--- config.mk ---
export PLATFORM = sky130hd
export DESIGN_NAME = i2c_status_flags
export DESIGN_NICKNAME = d
export VERILOG_FILES = /design/src/verilog/i2c_status_pkg.sv /design/src/verilog/i2c_bus_cond.sv /design/src/verilog/i2c_pin_sync.sv /design/src/verilog/i2c_status_flags.sv
export VERILOG_INCLUDE_DIRS = /design/src /design/src/verilog
export SDC_FILE = /design/constraint.sdc
export NUM_CORES = 1
export LEC_CHECK = 0
export BUFFER_PORTS_ARGS = -buffer_cell sky130_fd_sc_hd__buf_4
export CAP_MARGIN = 20
export CORE_AREA = 3 3 103 105
export DETAILED_ROUTE_END_ITERATION = 8
export DIE_AREA = 0 0 106 108
export PLACE_DENSITY = 0.67
export SYNTH_ARGS = -nofsm -noshare
export SYNTH_HDL_FRONTEND = slang
export SYNTH_HIERARCHICAL = 1
export SYNTH_SLANG_ARGS = --single-unit
--- constraint.sdc ---
create_clock -name clk_sys_in -period 1.34 [get_ports clk_sys_in]
set_input_delay 0.268 -clock clk_sys_in [delete_from_list [all_inputs] [get_ports clk_sys_in]]
set_output_delay 0.268 -clock clk_sys_in [all_outputs]
set_load 0.05 [all_outputs]
--- src/verilog/i2c_status_defs.svh ---
/*
  Register offsets, bit positions, reset values and widths for the I2C status flag block.
  Assumes inclusion by bare name; holds definitions only.
*/
`ifndef I2C_STATUS_DEFS_SVH
`define I2C_STATUS_DEFS_SVH

// ==========================================================
// register word offsets
`define OFS_BUS_STATUS 3'h0
`define OFS_MODE_CTRL 3'h1
`define OFS_RX_DATA 3'h2
`define OFS_TX_DATA 3'h3
`define OFS_IRQ_STATUS 3'h4
`define OFS_IRQ_MASK 3'h5

// ==========================================================
// bus_status bit positions
`define BIT_RESERVED15 15
`define BIT_SLAVE_DIR 14
`define BIT_RECEIVED_FLAG_A_SENT 13
`define BIT_BUS_BUSY 12
`define BIT_RX_OVERRUN 11
`define BIT_TX_SHIFT 10
`define BIT_ADDR_SLAVE 9
`define BIT_ZERO_ADDR 8
`define BIT_STOP_DET 5
`define BIT_TX_READY 4
`define BIT_RX_READY 3
`define BIT_ACCESS_READY 2
`define BIT_RECEIVED_FLAG_A_RCVD 1
`define BIT_ARB_LOST 0

// ==========================================================
// bus_status reset value and write-one-to-clear mask
`define BUS_STATUS_RESET 16'h0410
`define BUS_STATUS_W1C 16'h602F

// ==========================================================
// mode_control_register bits and reset value
`define BIT_MODULE_RUN 0
`define BIT_LOOPBACK 1
`define BIT_FORCED_NOACK 2
`define MODE_CTRL_RESET 3'h0

// ==========================================================
// interrupt status / mask bit positions
`define IRQ_START 0
`define IRQ_STOP 1
`define IRQ_OVERRUN 2
`define IRQ_UNDERFLOW 3
`define IRQ_RECEIVED_FLAG_A_SENT 4
`define IRQ_ARB_LOST 5
`define IRQ_W 6

`endif

--- src/verilog/i2c_status_pkg.sv ---
/*
  Types shared by the I2C status flag block and its helpers.
  Assumes i2c_status_defs.svh is available on the include path.
*/
`include "i2c_status_defs.svh"

package i2c_status_pkg;

  // ==========================================================
  // pin synchroniser state
  typedef struct packed {
    logic [1:0] stage1;
    logic [1:0] stage2;
  } sync_state_t;

  // ==========================================================
  // start/stop detector state
  typedef struct packed {
    logic scl_prev;
    logic sda_prev;
    logic start;
    logic stop;
  } cond_state_t;

  // ==========================================================
  // status block state
  typedef struct packed {
    logic [2:0] mode;
    logic [15:0] status;
    logic [7:0] rx_data;
    logic rx_full;
    logic [7:0] rx_pend;
    logic rx_pend_v;
    logic [7:0] tx_data;
    logic tx_loaded;
    logic [7:0] tx_byte;
    logic tx_valid;
    logic [`IRQ_W-1:0] irq_stat;
    logic [`IRQ_W-1:0] irq_mask;
    logic irq;
    logic [15:0] rd_data;
  } top_state_t;

endpackage
--- src/verilog/i2c_bus_cond.sv ---
/*
  START and STOP condition detector on synchronised clock and data levels.
  Assumes inputs already passed two flip-flops.
*/
`timescale 1ns/1ps

module i2c_bus_cond (
  input wire logic clk_sys_in,
  input wire logic reset_n_in,
  input wire logic clk_en_in,
  input wire logic scl_in,
  input wire logic sda_in,
  output logic start_out,
  output logic stop_out
);

  i2c_status_pkg::cond_state_t st_r;
  i2c_status_pkg::cond_state_t st_nxt;

  // ==========================================================
  // data edge while clock high marks a condition
  always_comb begin
    st_nxt = st_r;
    st_nxt.scl_prev = scl_in;
    st_nxt.sda_prev = sda_in;
    st_nxt.start = st_r.scl_prev && scl_in && st_r.sda_prev && !sda_in;
    st_nxt.stop = st_r.scl_prev && scl_in && !st_r.sda_prev && sda_in;
  end

  // state register
  always_ff @(posedge clk_sys_in or negedge reset_n_in) begin
    if (!reset_n_in) begin
      st_r <= 4'hC;
    end else if (clk_en_in) begin
      st_r <= st_nxt;
    end
  end

  assign start_out = st_r.start;
  assign stop_out = st_r.stop;

endmodule

--- src/verilog/i2c_pin_sync.sv ---
/*
  Two-stage synchroniser for the serial clock and data pins.
  Assumes the pins are asynchronous to clk_sys_in.
*/
`timescale 1ns/1ps

module i2c_pin_sync (
  input wire logic clk_sys_in,
  input wire logic reset_n_in,
  input wire logic clk_en_in,
  input wire logic [1:0] pins_in,
  output logic [1:0] pins_out
);

  i2c_status_pkg::sync_state_t st_r;
  i2c_status_pkg::sync_state_t st_nxt;

  // ==========================================================
  // two flops per pin, first stage read only by the second
  always_comb begin
    st_nxt = st_r;
    for (int i = 0; i < 2; i++) begin
      st_nxt.stage1[i] = pins_in[i];
      st_nxt.stage2[i] = st_r.stage1[i];
    end
  end

  // state register, idle bus is high
  always_ff @(posedge clk_sys_in or negedge reset_n_in) begin
    if (!reset_n_in) begin
      st_r <= 4'hF;
    end else if (clk_en_in) begin
      st_r <= st_nxt;
    end
  end

  assign pins_out = st_r.stage2;

endmodule

--- src/verilog/i2c_status_flags.sv ---
/*
  Status flag logic of an I2C controller: the 16-bit bus_status register, mode control,
  receive and transmit data holding, and a sticky interrupt status with mask.
  Assumes event inputs come from the controller's shift logic on clk_sys_in, one-cycle
  pulses; scl_in and sda_in are raw bus pin levels.
*/
// The implementer's own choices: the address-and-strobe port and the address map.
// Function
// - one 16-bit status register shows interrupt causes and bus and transfer state.
// - bit 15 always reads zero and writes to it do nothing.
// - the seven write-one-to-clear flags clear on a written 1 and ignore a written 0.
// - reset leaves bits 10 and 4 at 1 and all others at 0; six flags are read-only.
// - the slave direction flag sets when addressed as a slave transmitter.
// - it clears on a written 1, on loopback enabled, or on START or STOP.
// - the RECEIVED_FLAG_A sent flag sets when a no-acknowledge is driven as receiver.
// - it clears on a written 1, on module run bit written 0, or on device reset.
// - bit 12 shows whether the bus is occupied or free.
// - bus busy sets on START and clears on STOP or module reset.
// - overrun sets when a byte arrives unread, the copy waits, and a read clears it.
// - the transmit shift flag drops on underflow and sets on a data write or reset.
`timescale 1ns/1ps
`include "i2c_status_defs.svh"

module i2c_status_flags (
  input wire logic clk_sys_in,
  input wire logic reset_n_in,
  input wire logic clk_en_in,
  input wire logic [2:0] addr_in,
  input wire logic [15:0] wr_data_in,
  input wire logic wr_en_in,
  input wire logic rd_en_in,
  output logic [15:0] rd_data_out,
  input wire logic scl_in,
  input wire logic sda_in,
  input wire logic slave_tx_addr_in,
  input wire logic received_flag_a_driven_in,
  input wire logic received_flag_a_rcvd_in,
  input wire logic arb_lost_in,
  input wire logic access_ready_in,
  input wire logic addressed_as_slave_in,
  input wire logic zero_address_in,
  input wire logic rx_byte_valid_in,
  input wire logic [7:0] rx_byte_in,
  input wire logic tx_load_req_in,
  output logic [7:0] tx_byte_out,
  output logic tx_byte_valid_out,
  output logic module_run_out,
  output logic loopback_out,
  output logic forced_noack_out,
  output logic irq_out
);

  i2c_status_pkg::top_state_t st_r;
  i2c_status_pkg::top_state_t st_nxt;

  logic [1:0] pins_sync;
  logic bus_start;
  logic bus_stop;

  // ==========================================================
  // address decode used by both strobes
  function automatic logic hit(input logic [2:0] a, input logic [2:0] ofs);
    hit = (a == ofs);
  endfunction

  // ==========================================================
  // pin synchroniser and condition detector
  i2c_pin_sync u_sync (
    .clk_sys_in(clk_sys_in),
    .reset_n_in(reset_n_in),
    .clk_en_in(clk_en_in),
    .pins_in({scl_in, sda_in}),
    .pins_out(pins_sync)
  );

  i2c_bus_cond u_cond (
    .clk_sys_in(clk_sys_in),
    .reset_n_in(reset_n_in),
    .clk_en_in(clk_en_in),
    .scl_in(pins_sync[1]),
    .sda_in(pins_sync[0]),
    .start_out(bus_start),
    .stop_out(bus_stop)
  );

  // ==========================================================
  // next-state logic
  always_comb begin
    logic wr_status;
    logic wr_mode;
    logic wr_tx;
    logic wr_irq_mask;
    logic rd_rx;
    logic rd_irq;
    logic run;
    logic [15:0] w1c;
    logic [`IRQ_W-1:0] irq_set;
    logic underflow;
    logic overrun_evt;
    wr_status = wr_en_in && hit(addr_in, `OFS_BUS_STATUS);
    wr_mode = wr_en_in && hit(addr_in, `OFS_MODE_CTRL);
    wr_tx = wr_en_in && hit(addr_in, `OFS_TX_DATA);
    wr_irq_mask = wr_en_in && hit(addr_in, `OFS_IRQ_MASK);
    rd_rx = rd_en_in && hit(addr_in, `OFS_RX_DATA);
    rd_irq = rd_en_in && hit(addr_in, `OFS_IRQ_STATUS);
    run = st_r.mode[`BIT_MODULE_RUN];
    irq_set = '0;
    underflow = 1'b0;
    overrun_evt = 1'b0;
    // write-one-to-clear only where the mask allows
    w1c = wr_status ? (wr_data_in & `BUS_STATUS_W1C) : 16'h0000;
    st_nxt = st_r;
    st_nxt.tx_valid = 1'b0;

    // mode control register
    if (wr_mode) begin
      st_nxt.mode = wr_data_in[2:0];
    end

    // interrupt mask register
    if (wr_irq_mask) begin
      st_nxt.irq_mask = wr_data_in[`IRQ_W-1:0];
    end

    // clear of write-one-to-clear flags, applied before the sets below
    st_nxt.status = st_r.status & ~w1c;

    // slave direction: clear on loopback or bus condition, set wins over a bus condition or a written 1, not over loopback
    if (st_r.mode[`BIT_LOOPBACK] || bus_start || bus_stop) begin
      st_nxt.status[`BIT_SLAVE_DIR] = 1'b0;
    end
    if (slave_tx_addr_in && !st_r.mode[`BIT_LOOPBACK]) begin
      st_nxt.status[`BIT_SLAVE_DIR] = 1'b1;
    end

    // received_flag_a sent while receiving, incl. forced no-acknowledge
    if (received_flag_a_driven_in) begin
      st_nxt.status[`BIT_RECEIVED_FLAG_A_SENT] = 1'b1;
      irq_set[`IRQ_RECEIVED_FLAG_A_SENT] = 1'b1;
    end

    // bus busy follows START and STOP
    if (bus_stop) begin
      st_nxt.status[`BIT_BUS_BUSY] = 1'b0;
    end
    if (bus_start) begin
      st_nxt.status[`BIT_BUS_BUSY] = 1'b1;
    end

    // stop detected, other wire events
    if (bus_stop) begin
      st_nxt.status[`BIT_STOP_DET] = 1'b1;
    end
    if (received_flag_a_rcvd_in) begin
      st_nxt.status[`BIT_RECEIVED_FLAG_A_RCVD] = 1'b1;
    end
    if (arb_lost_in) begin
      st_nxt.status[`BIT_ARB_LOST] = 1'b1;
      irq_set[`IRQ_ARB_LOST] = 1'b1;
    end
    if (access_ready_in) begin
      st_nxt.status[`BIT_ACCESS_READY] = 1'b1;
    end
    irq_set[`IRQ_START] = bus_start;
    irq_set[`IRQ_STOP] = bus_stop;

    // read-only level flags from the address matcher
    st_nxt.status[`BIT_ADDR_SLAVE] = addressed_as_slave_in;
    st_nxt.status[`BIT_ZERO_ADDR] = zero_address_in;

    // ==========================================================
    // receive path: a read frees the register and takes the held byte
    if (rd_rx) begin
      st_nxt.rx_full = 1'b0;
      st_nxt.status[`BIT_RX_READY] = 1'b0;
      st_nxt.status[`BIT_RX_OVERRUN] = 1'b0;
      if (st_r.rx_pend_v) begin
        st_nxt.rx_data = st_r.rx_pend;
        st_nxt.rx_full = 1'b1;
        st_nxt.rx_pend_v = 1'b0;
        st_nxt.status[`BIT_RX_READY] = 1'b1;
      end
    end
    if (rx_byte_valid_in) begin
      if (st_nxt.rx_full) begin
        // unread data still there: hold new byte and flag overrun
        st_nxt.rx_pend = rx_byte_in;
        st_nxt.rx_pend_v = 1'b1;
        st_nxt.status[`BIT_RX_OVERRUN] = 1'b1;
        overrun_evt = 1'b1;
      end else begin
        st_nxt.rx_data = rx_byte_in;
        st_nxt.rx_full = 1'b1;
        st_nxt.status[`BIT_RX_READY] = 1'b1;
      end
    end
    irq_set[`IRQ_OVERRUN] = overrun_evt;

    // ==========================================================
    // transmit path: shift register asks, holding register answers
    if (tx_load_req_in) begin
      if (st_r.tx_loaded) begin
        st_nxt.tx_byte = st_r.tx_data;
        st_nxt.tx_valid = 1'b1;
        st_nxt.tx_loaded = 1'b0;
        st_nxt.status[`BIT_TX_READY] = 1'b1;
      end else begin
        // nothing new: old byte may go out again
        st_nxt.status[`BIT_TX_SHIFT] = 1'b0;
        underflow = 1'b1;
      end
    end
    if (wr_tx) begin
      st_nxt.tx_data = wr_data_in[7:0];
      st_nxt.tx_loaded = 1'b1;
      st_nxt.status[`BIT_TX_READY] = 1'b0;
      st_nxt.status[`BIT_TX_SHIFT] = 1'b1;
      // a write in the same cycle as a request with no byte loaded is forwarded at once
      if (tx_load_req_in && !st_r.tx_loaded) begin
        st_nxt.tx_byte = wr_data_in[7:0];
        st_nxt.tx_valid = 1'b1;
        st_nxt.tx_loaded = 1'b0;
        st_nxt.status[`BIT_TX_READY] = 1'b1;
        underflow = 1'b0;
      end
    end
    irq_set[`IRQ_UNDERFLOW] = underflow;

    // ==========================================================
    // module held in reset while the run bit is 0
    if (!run) begin
      st_nxt.status = `BUS_STATUS_RESET;
      st_nxt.rx_full = 1'b0;
      st_nxt.rx_pend_v = 1'b0;
      st_nxt.tx_loaded = 1'b0;
      st_nxt.tx_valid = 1'b0;
      irq_set = '0;
    end

    // reserved bit stays zero
    st_nxt.status[`BIT_RESERVED15] = 1'b0;

    // ==========================================================
    // sticky interrupt status: read clears, a new event wins
    if (rd_irq) begin
      st_nxt.irq_stat = irq_set;
    end else begin
      st_nxt.irq_stat = st_r.irq_stat | irq_set;
    end
    st_nxt.irq = |(st_nxt.irq_stat & st_nxt.irq_mask);

    // ==========================================================
    // read data, valid only in the cycle after the strobe
    st_nxt.rd_data = 16'h0000;
    if (rd_en_in) begin
      case (addr_in)
        `OFS_BUS_STATUS: st_nxt.rd_data = st_r.status;
        `OFS_MODE_CTRL: st_nxt.rd_data = {13'h0000, st_r.mode};
        `OFS_RX_DATA: st_nxt.rd_data = {8'h00, st_r.rx_data};
        `OFS_TX_DATA: st_nxt.rd_data = {8'h00, st_r.tx_data};
        `OFS_IRQ_STATUS: st_nxt.rd_data = {10'h000, st_r.irq_stat};
        `OFS_IRQ_MASK: st_nxt.rd_data = {10'h000, st_r.irq_mask};
        default: st_nxt.rd_data = 16'h0000;
      endcase
    end
  end

  // ==========================================================
  // state register, frozen while clock enable is low
  always_ff @(posedge clk_sys_in or negedge reset_n_in) begin
    if (!reset_n_in) begin
      st_r <= '0;
      st_r.status <= `BUS_STATUS_RESET;
      st_r.mode <= `MODE_CTRL_RESET;
    end else if (clk_en_in) begin
      st_r <= st_nxt;
    end
  end

  // ==========================================================
  // outputs straight from the state register
  assign rd_data_out = st_r.rd_data;
  assign tx_byte_out = st_r.tx_byte;
  assign tx_byte_valid_out = st_r.tx_valid;
  assign module_run_out = st_r.mode[`BIT_MODULE_RUN];
  assign loopback_out = st_r.mode[`BIT_LOOPBACK];
  assign forced_noack_out = st_r.mode[`BIT_FORCED_NOACK];
  assign irq_out = st_r.irq;

endmodule

[Yosys cells after proc, flatten, opt, wreduce, memory -nomap -nowiden]
Index checks and enable logic that the tools add are counted.
Storage, ports and cells
  word-level logic and storage cells: 107
  register bits: 91
  bits of input ports: 43
  output and inout bits: 29
Cells by class
  reductions and logical operators: 25
  bitwise gates (word level): 4
  muxes and demuxes: 52
  eq/ne operators: 6
Operators with widths (count)
  one-hot mux 15 bit (6 select lines): 1
  two-way mux 15 bit: 3
  two-way mux 9 bit: 5
  two-way mux 1 bit: 36
  two-way mux 10 bit: 3
  two-way mux 18 bit: 1
  two-way mux 6 bit: 3
  bitwise AND 15 bit: 1
  NOT 15 bit: 1
  logical AND 1 bit: 13
  bitwise AND 6 bit: 1
  equality test 3 x 2 -> 1 bit, second input constant: 2
  equality test 3 bit, second input constant: 2
  bitwise OR 6 bit: 1
  AND reduction 2 bit: 3
  OR reduction 6 bit: 1
  logical NOT 1 bit: 4
  equality test 3 x 1 -> 1 bit, second input constant: 1
  logical NOT 3 bit: 1
  inequality test 3 x 2 -> 1 bit, second input constant: 1
  AND reduction 3 bit: 1
  logical OR 1 bit: 2

[Depth between registers and ports, before layout]
  depth after elaboration: 10
  depth in mapped cells: 8
  depth with buffers taken out: 5

[Hierarchy]
Netlist, hierarchy kept.
By module, submodules not included
  i2c_status_flags: times used 1, area an instance 4013.8 um^2, cells each 389, sequential area each 2004.4 um^2
  i2c_bus_cond: times used 1, area an instance 167.7 um^2, cells each 10, sequential area each 102.6 um^2
  i2c_pin_sync: times used 1, area an instance 150.1 um^2, cells each 8, sequential area each 105.1 um^2

[Least setup slack after synthesis]
Ideal clock, no wire load.
  path kind: in2reg
  from: input port addr_in[1]
  to: register st_r[49] (netlist bit)
  setup time: 125 ps
  path slack: -285 ps
  path buffers: 3
  arrival time: 1500 ps
  cell stages on the path: 7
  required time: 1215 ps
  path through: buf_2 -> nand4bb_1 -> buf_4 -> mux2i_4 -> nor2_1 -> buf_4 -> mux2_2
On the way
  cells in the longest elaborated chain, start to end: 4
Ends and longest elaborated chain
  start, declared: line i2c_status_flags.sv:28  | input wire logic [2:0] addr_in,
  equality test 3 x 2 -> 1 bit: line i2c_status_flags.sv:63  | hit = (a == ofs);
  logical AND 1 bit: line i2c_status_flags.sv:104  | rd_rx = rd_en_in && hit(addr_in, `OFS_RX_DATA);
  two-way mux 9 bit: line i2c_status_flags.sv:173  | if (rd_rx) begin
  AND reduction 3 bit (no source line)
  end signal, assigned: line i2c_status_flags.sv:276  | st_r <= st_nxt;
  end, declared: line i2c_status_flags.sv:53  | i2c_status_pkg::top_state_t st_r;
No other way between the ends.
A chain may end at the register's enable or synchronous reset.

[Final worst setup path]
  from: register st_r (netlist bit module_run_out)
  to: output port module_run_out
RTL lines
  end, declared: line i2c_status_flags.sv:47  | output logic module_run_out,
No word-level cell between the ends.

==> flow_metrics.env <==
export IMPL_status="finished, final reports clean"
export IMPL_syn_area_um2=4330
export IMPL_fillerInstances=856
export IMPL_vias=3429
export IMPL_finalPower_mw=8.42
export IMPL_core_area_um2=9730
export IMPL_start_kind="register"
export IMPL_hpwl_um=7920
export IMPL_cp_data_required_time_ns=1.07
export IMPL_finalSetupViolations=0
export IMPL_clk_latency_ns=0.35
export IMPL_p_seq_share_pct=45.0
export IMPL_start_util_pct=44.5
export IMPL_clock_sinks=88
export IMPL_p_switching_mw=2.89
export IMPL_antenna_found_initial=0
export IMPL_track_usage_pct=19.9
export IMPL_clk_path_buf_depth=2
export IMPL_grt_pass1_wl_um=17700
export IMPL_finish_utilization_pct=57.3
export IMPL_cts_buffers=9
export IMPL_r2r_cells=6
export IMPL_end_kind="primary output"
export IMPL_synth_edf_count=0
export IMPL_ys_async_sr_fraction_pct=100
export IMPL_overflow=0
export IMPL_die_h_um=108
export IMPL_wl_um=11000
export IMPL_area_growth_pct=28.7
export IMPL_crit_type="reg -> out"
export IMPL_min_from="sda_in"
export IMPL_grt_max_degree=39
export IMPL_path_buf_inv=2
export IMPL_drc=0
export IMPL_finalHoldViolCount=0
export IMPL_ios=72
export IMPL_cts_root_buf="clkbuf_8"
export IMPL_drtAntennaViolNets=0
export IMPL_reg2reg_from="st_r[47]$_DFFE_PN0P_"
export IMPL_worstPathMaxFanout=10
export IMPL_die_area_um2=11400
export IMPL_rsz0062_at_grt="yes"
export IMPL_place_congestion=0.853
export IMPL_crit_chain="buf_6 > buf_8"
export IMPL_p_int_mw=5.53
export IMPL_ys_warnings_count=6
export IMPL_via_per_inst=5.52
export IMPL_min_path_type="in -> reg"
export IMPL_yosysSeqAreaShare_pct=51.1
export IMPL_cts_htree_levels=3
export IMPL_wire_per_inst_um=17.7
export IMPL_p_clk_share_pct=22.8
export IMPL_wl_met2_um=5270
export IMPL_drv_cap=0
export IMPL_grt_pass1_vias=3489
export IMPL_critPathSlowestCell="dfrtp_2"
export IMPL_drv_slew=0
export IMPL_p_leak_nw=2.51
export IMPL_drt_first_pass_iters=4
export IMPL_row_count=36
export IMPL_dpl_cell_area_um2=5090
export IMPL_drtIter0Drc=162
export IMPL_synth_avg_cell_area_um2=10.6
export IMPL_power_switching_share_pct=34.3
export IMPL_fmax_mhz=748
export IMPL_cts_tree="built"
export IMPL_hold_depth=2
export IMPL_powerDensity_nw_per_um2=1510
export IMPL_reg2reg_slack_ns=0.02
export IMPL_combPwrFrac_pct=32.2
export IMPL_rr_endpoint="st_r[58]$_DFFE_PN0P_"
export IMPL_syn_nets=450
export IMPL_m1WireLength_um=4960
export IMPL_n_antenna_cell=0
export IMPL_ys_types=45
export IMPL_cp_top_family="flip-flops"
export IMPL_peakVddDrop_v=0.000864
export IMPL_cp_slowest_stage_delay_ns=0.42
export IMPL_nNetsFinal=526
export IMPL_syn_inst=407
export IMPL_synth_seq_cells=88
export IMPL_ys_flop_type="dfrtp_1"
export IMPL_layout_drive_gt1_share_pct=40.8
export IMPL_finalWorstPathRequiredPeriod_ns=1.34
export IMPL_cp_data_arrival_time_ns=1.07
export IMPL_die_width_um=106
export IMPL_routed_wl_met3_um=574
export IMPL_period_share_pct=99.8
export IMPL_whs_endpoint="u_sync/st_nxt[0]$_DFFE_PN1P_"
export IMPL_finClkSkew_ns=0.0104
export IMPL_setup_ws_ns=0.00246
export IMPL_cts_clk_slew_worst_paths_ns=0.09
export IMPL_pre_cts_slack_ns=-0.563
export IMPL_dr_max_layer_used="met4"
export IMPL_fin_area_um2=5570
export IMPL_port_buffers=64
## Yosys cell counts (2+ instances only)
| cell type | n | area share (%) |
|---|---|---|
| a21oi_1 | 25 | 2.9 |
| a22o_1 | 9 | 1.8 |
| a22oi_1 | 5 | 0.87 |
| a2bb2oi_1 | 8 | 1.6 |
| a32oi_1 | 2 | 0.40 |
| and4b_1 | 3 | 0.69 |
| buf_2 | 5 | 0.58 |
| buf_4 | 26 | 4.5 |
| clkbuf_1 | 13 | 1.1 |
| dfrtp_1 | 80 | 46 |
| dfstp_2 | 8 | 4.9 |
| inv_1 | 30 | 2.6 |
| mux2_1 | 2 | 0.52 |
| mux2_2 | 32 | 8.3 |
| mux2i_1 | 17 | 3.9 |
| mux4_2 | 2 | 1.0 |
| nand2_1 | 30 | 2.6 |
| nand2b_1 | 2 | 0.29 |
| nand3_1 | 4 | 0.46 |
| nand4_1 | 2 | 0.29 |
| nand4b_1 | 2 | 0.40 |
| nand4bb_1 | 2 | 0.52 |
| nor2_1 | 23 | 2.0 |
| nor2b_1 | 2 | 0.29 |
| nor3_1 | 2 | 0.23 |
| o21ai_0 | 21 | 2.4 |
| o22a_1 | 3 | 0.61 |
| o22ai_1 | 30 | 4.3 |
## metrics by stage
step                      std cells  setup TNS [ns]  hold slack [ns]
after CTS                       617         -0.0927            0.131
after detailed placement        598          -18.89            0.169
final                           621               0            0.144
after global routing            621          -0.173            0.138
after global placement          598          -17.80            0.167
after floorplan                 407           -2.44          -0.0276
## power by group through the flow
stage                     Combinational [mW]  Clock [mW]  Sequential, mW
after floorplan                         1.76           0            3.76
after global placement                  2.44           0            3.78
after detailed placement                2.49           0            3.78
after CTS                               2.59        1.97            3.74
after global routing                    2.91        2.07            3.86
final                                   2.71        1.92            3.79
## final cells by class
class / instances / area [um2] / share of cell area [%]
clock buffer: 12 / 155 / 2.78
clock inverter: 4 / 52.6 / 0.943
tap: 133 / 166 / 2.99
sequential: 88 / 2220 / 39.8
inverter: 30 / 113 / 2.02
multi-input combinational: 244 / 1930 / 34.6
timing repair buffer: 110 / 940 / 16.9
## registers in the layout, summed over array words and instances (netlist names)
signal	flops
rd_data_out	15
st_r	52
loopback_out	1
tx_byte_valid_out	1
module_run_out	1
u_sync/st_nxt	2
tx_byte_out	8
u_cond/start_out	1
u_cond/stop_out	1
irq_out	1
u_cond/st_r	2
forced_noack_out	1
u_sync/pins_out	2
## cells by family after synthesis
| logic type | synth area share [%] |
|---|---|
| DFF | 51.1 |
| buffers and inverters | 8.90 |
| AOI/OAI and AO/OA | 16.6 |
| other | 0.0866 |
| and+or+nand+nor | 9.07 |
| muxes | 14.3 |
## worst max path at each step
stage                          startpoint                    to  slack [ns]  cells after the start
3_5_place_dp                   addr_in[0]  st_r[58]$_DFFE_PN0P_       -0.56                      6
2_1_floorplan                  addr_in[1]  st_r[49]$_DFFE_PN0P_       -0.16                      7
3_3_place_gp                   addr_in[0]  st_r[63]$_DFFE_PN0P_       -0.53                      6
4_1_cts              st_r[47]$_DFFE_PN0P_  st_r[61]$_DFFE_PN0P_       -0.03                      5
6_report       module_run_out$_DFFE_PN0P_        module_run_out       0.002                      2
5_1_grt        module_run_out$_DFFE_PN0P_        module_run_out       -0.03                      2
## metal layers
layer	vias to the layer above	GRT usage, %
met3	20	3.94
met2	110	32.3
met1	1709	27.1
met5	-	0
met4	0	6.20
li1	1590	-
## worst register-to-register path, stage by stage, from the launching register on
cell	delay (ns)
dfrtp_2	0.45
mux2i_4	0.19
buf_6	0.14
nand2_8	0.06
a21boi_4	0.15
buf_12	0.15
a2bb2oi_2	0.14
## placed cells by master (no fill, tap or decap), drive strengths merged, types with 2 or more instances in the layout
master	instances
buf	109
dfrtp	80
mux2	34
inv	31
nand2	31
o22ai	30
a21oi	26
nor2	23
o21ai	21
mux2i	18
clkbuf	12
a22o	9
a2bb2oi	8
dfstp	8
a22oi	5
nand3	4
and4b	3
o22a	3
nand4b	2
nand2b	2
nor3	2
nand4	2
mux4	2
nor2b	2
nand4bb	2
a32oi	2
clkinv	2
## timing repair
item                                    4_1_cts  5_1_grt
endpoints found under the setup margin       22       27
hold buffers                                  1        0
pin swaps                                     6        7
resized for setup                            18       23
hold endpoints to repair                     16        0
buffers inserted                              2        4
Power figures use the tool's default switching activity.
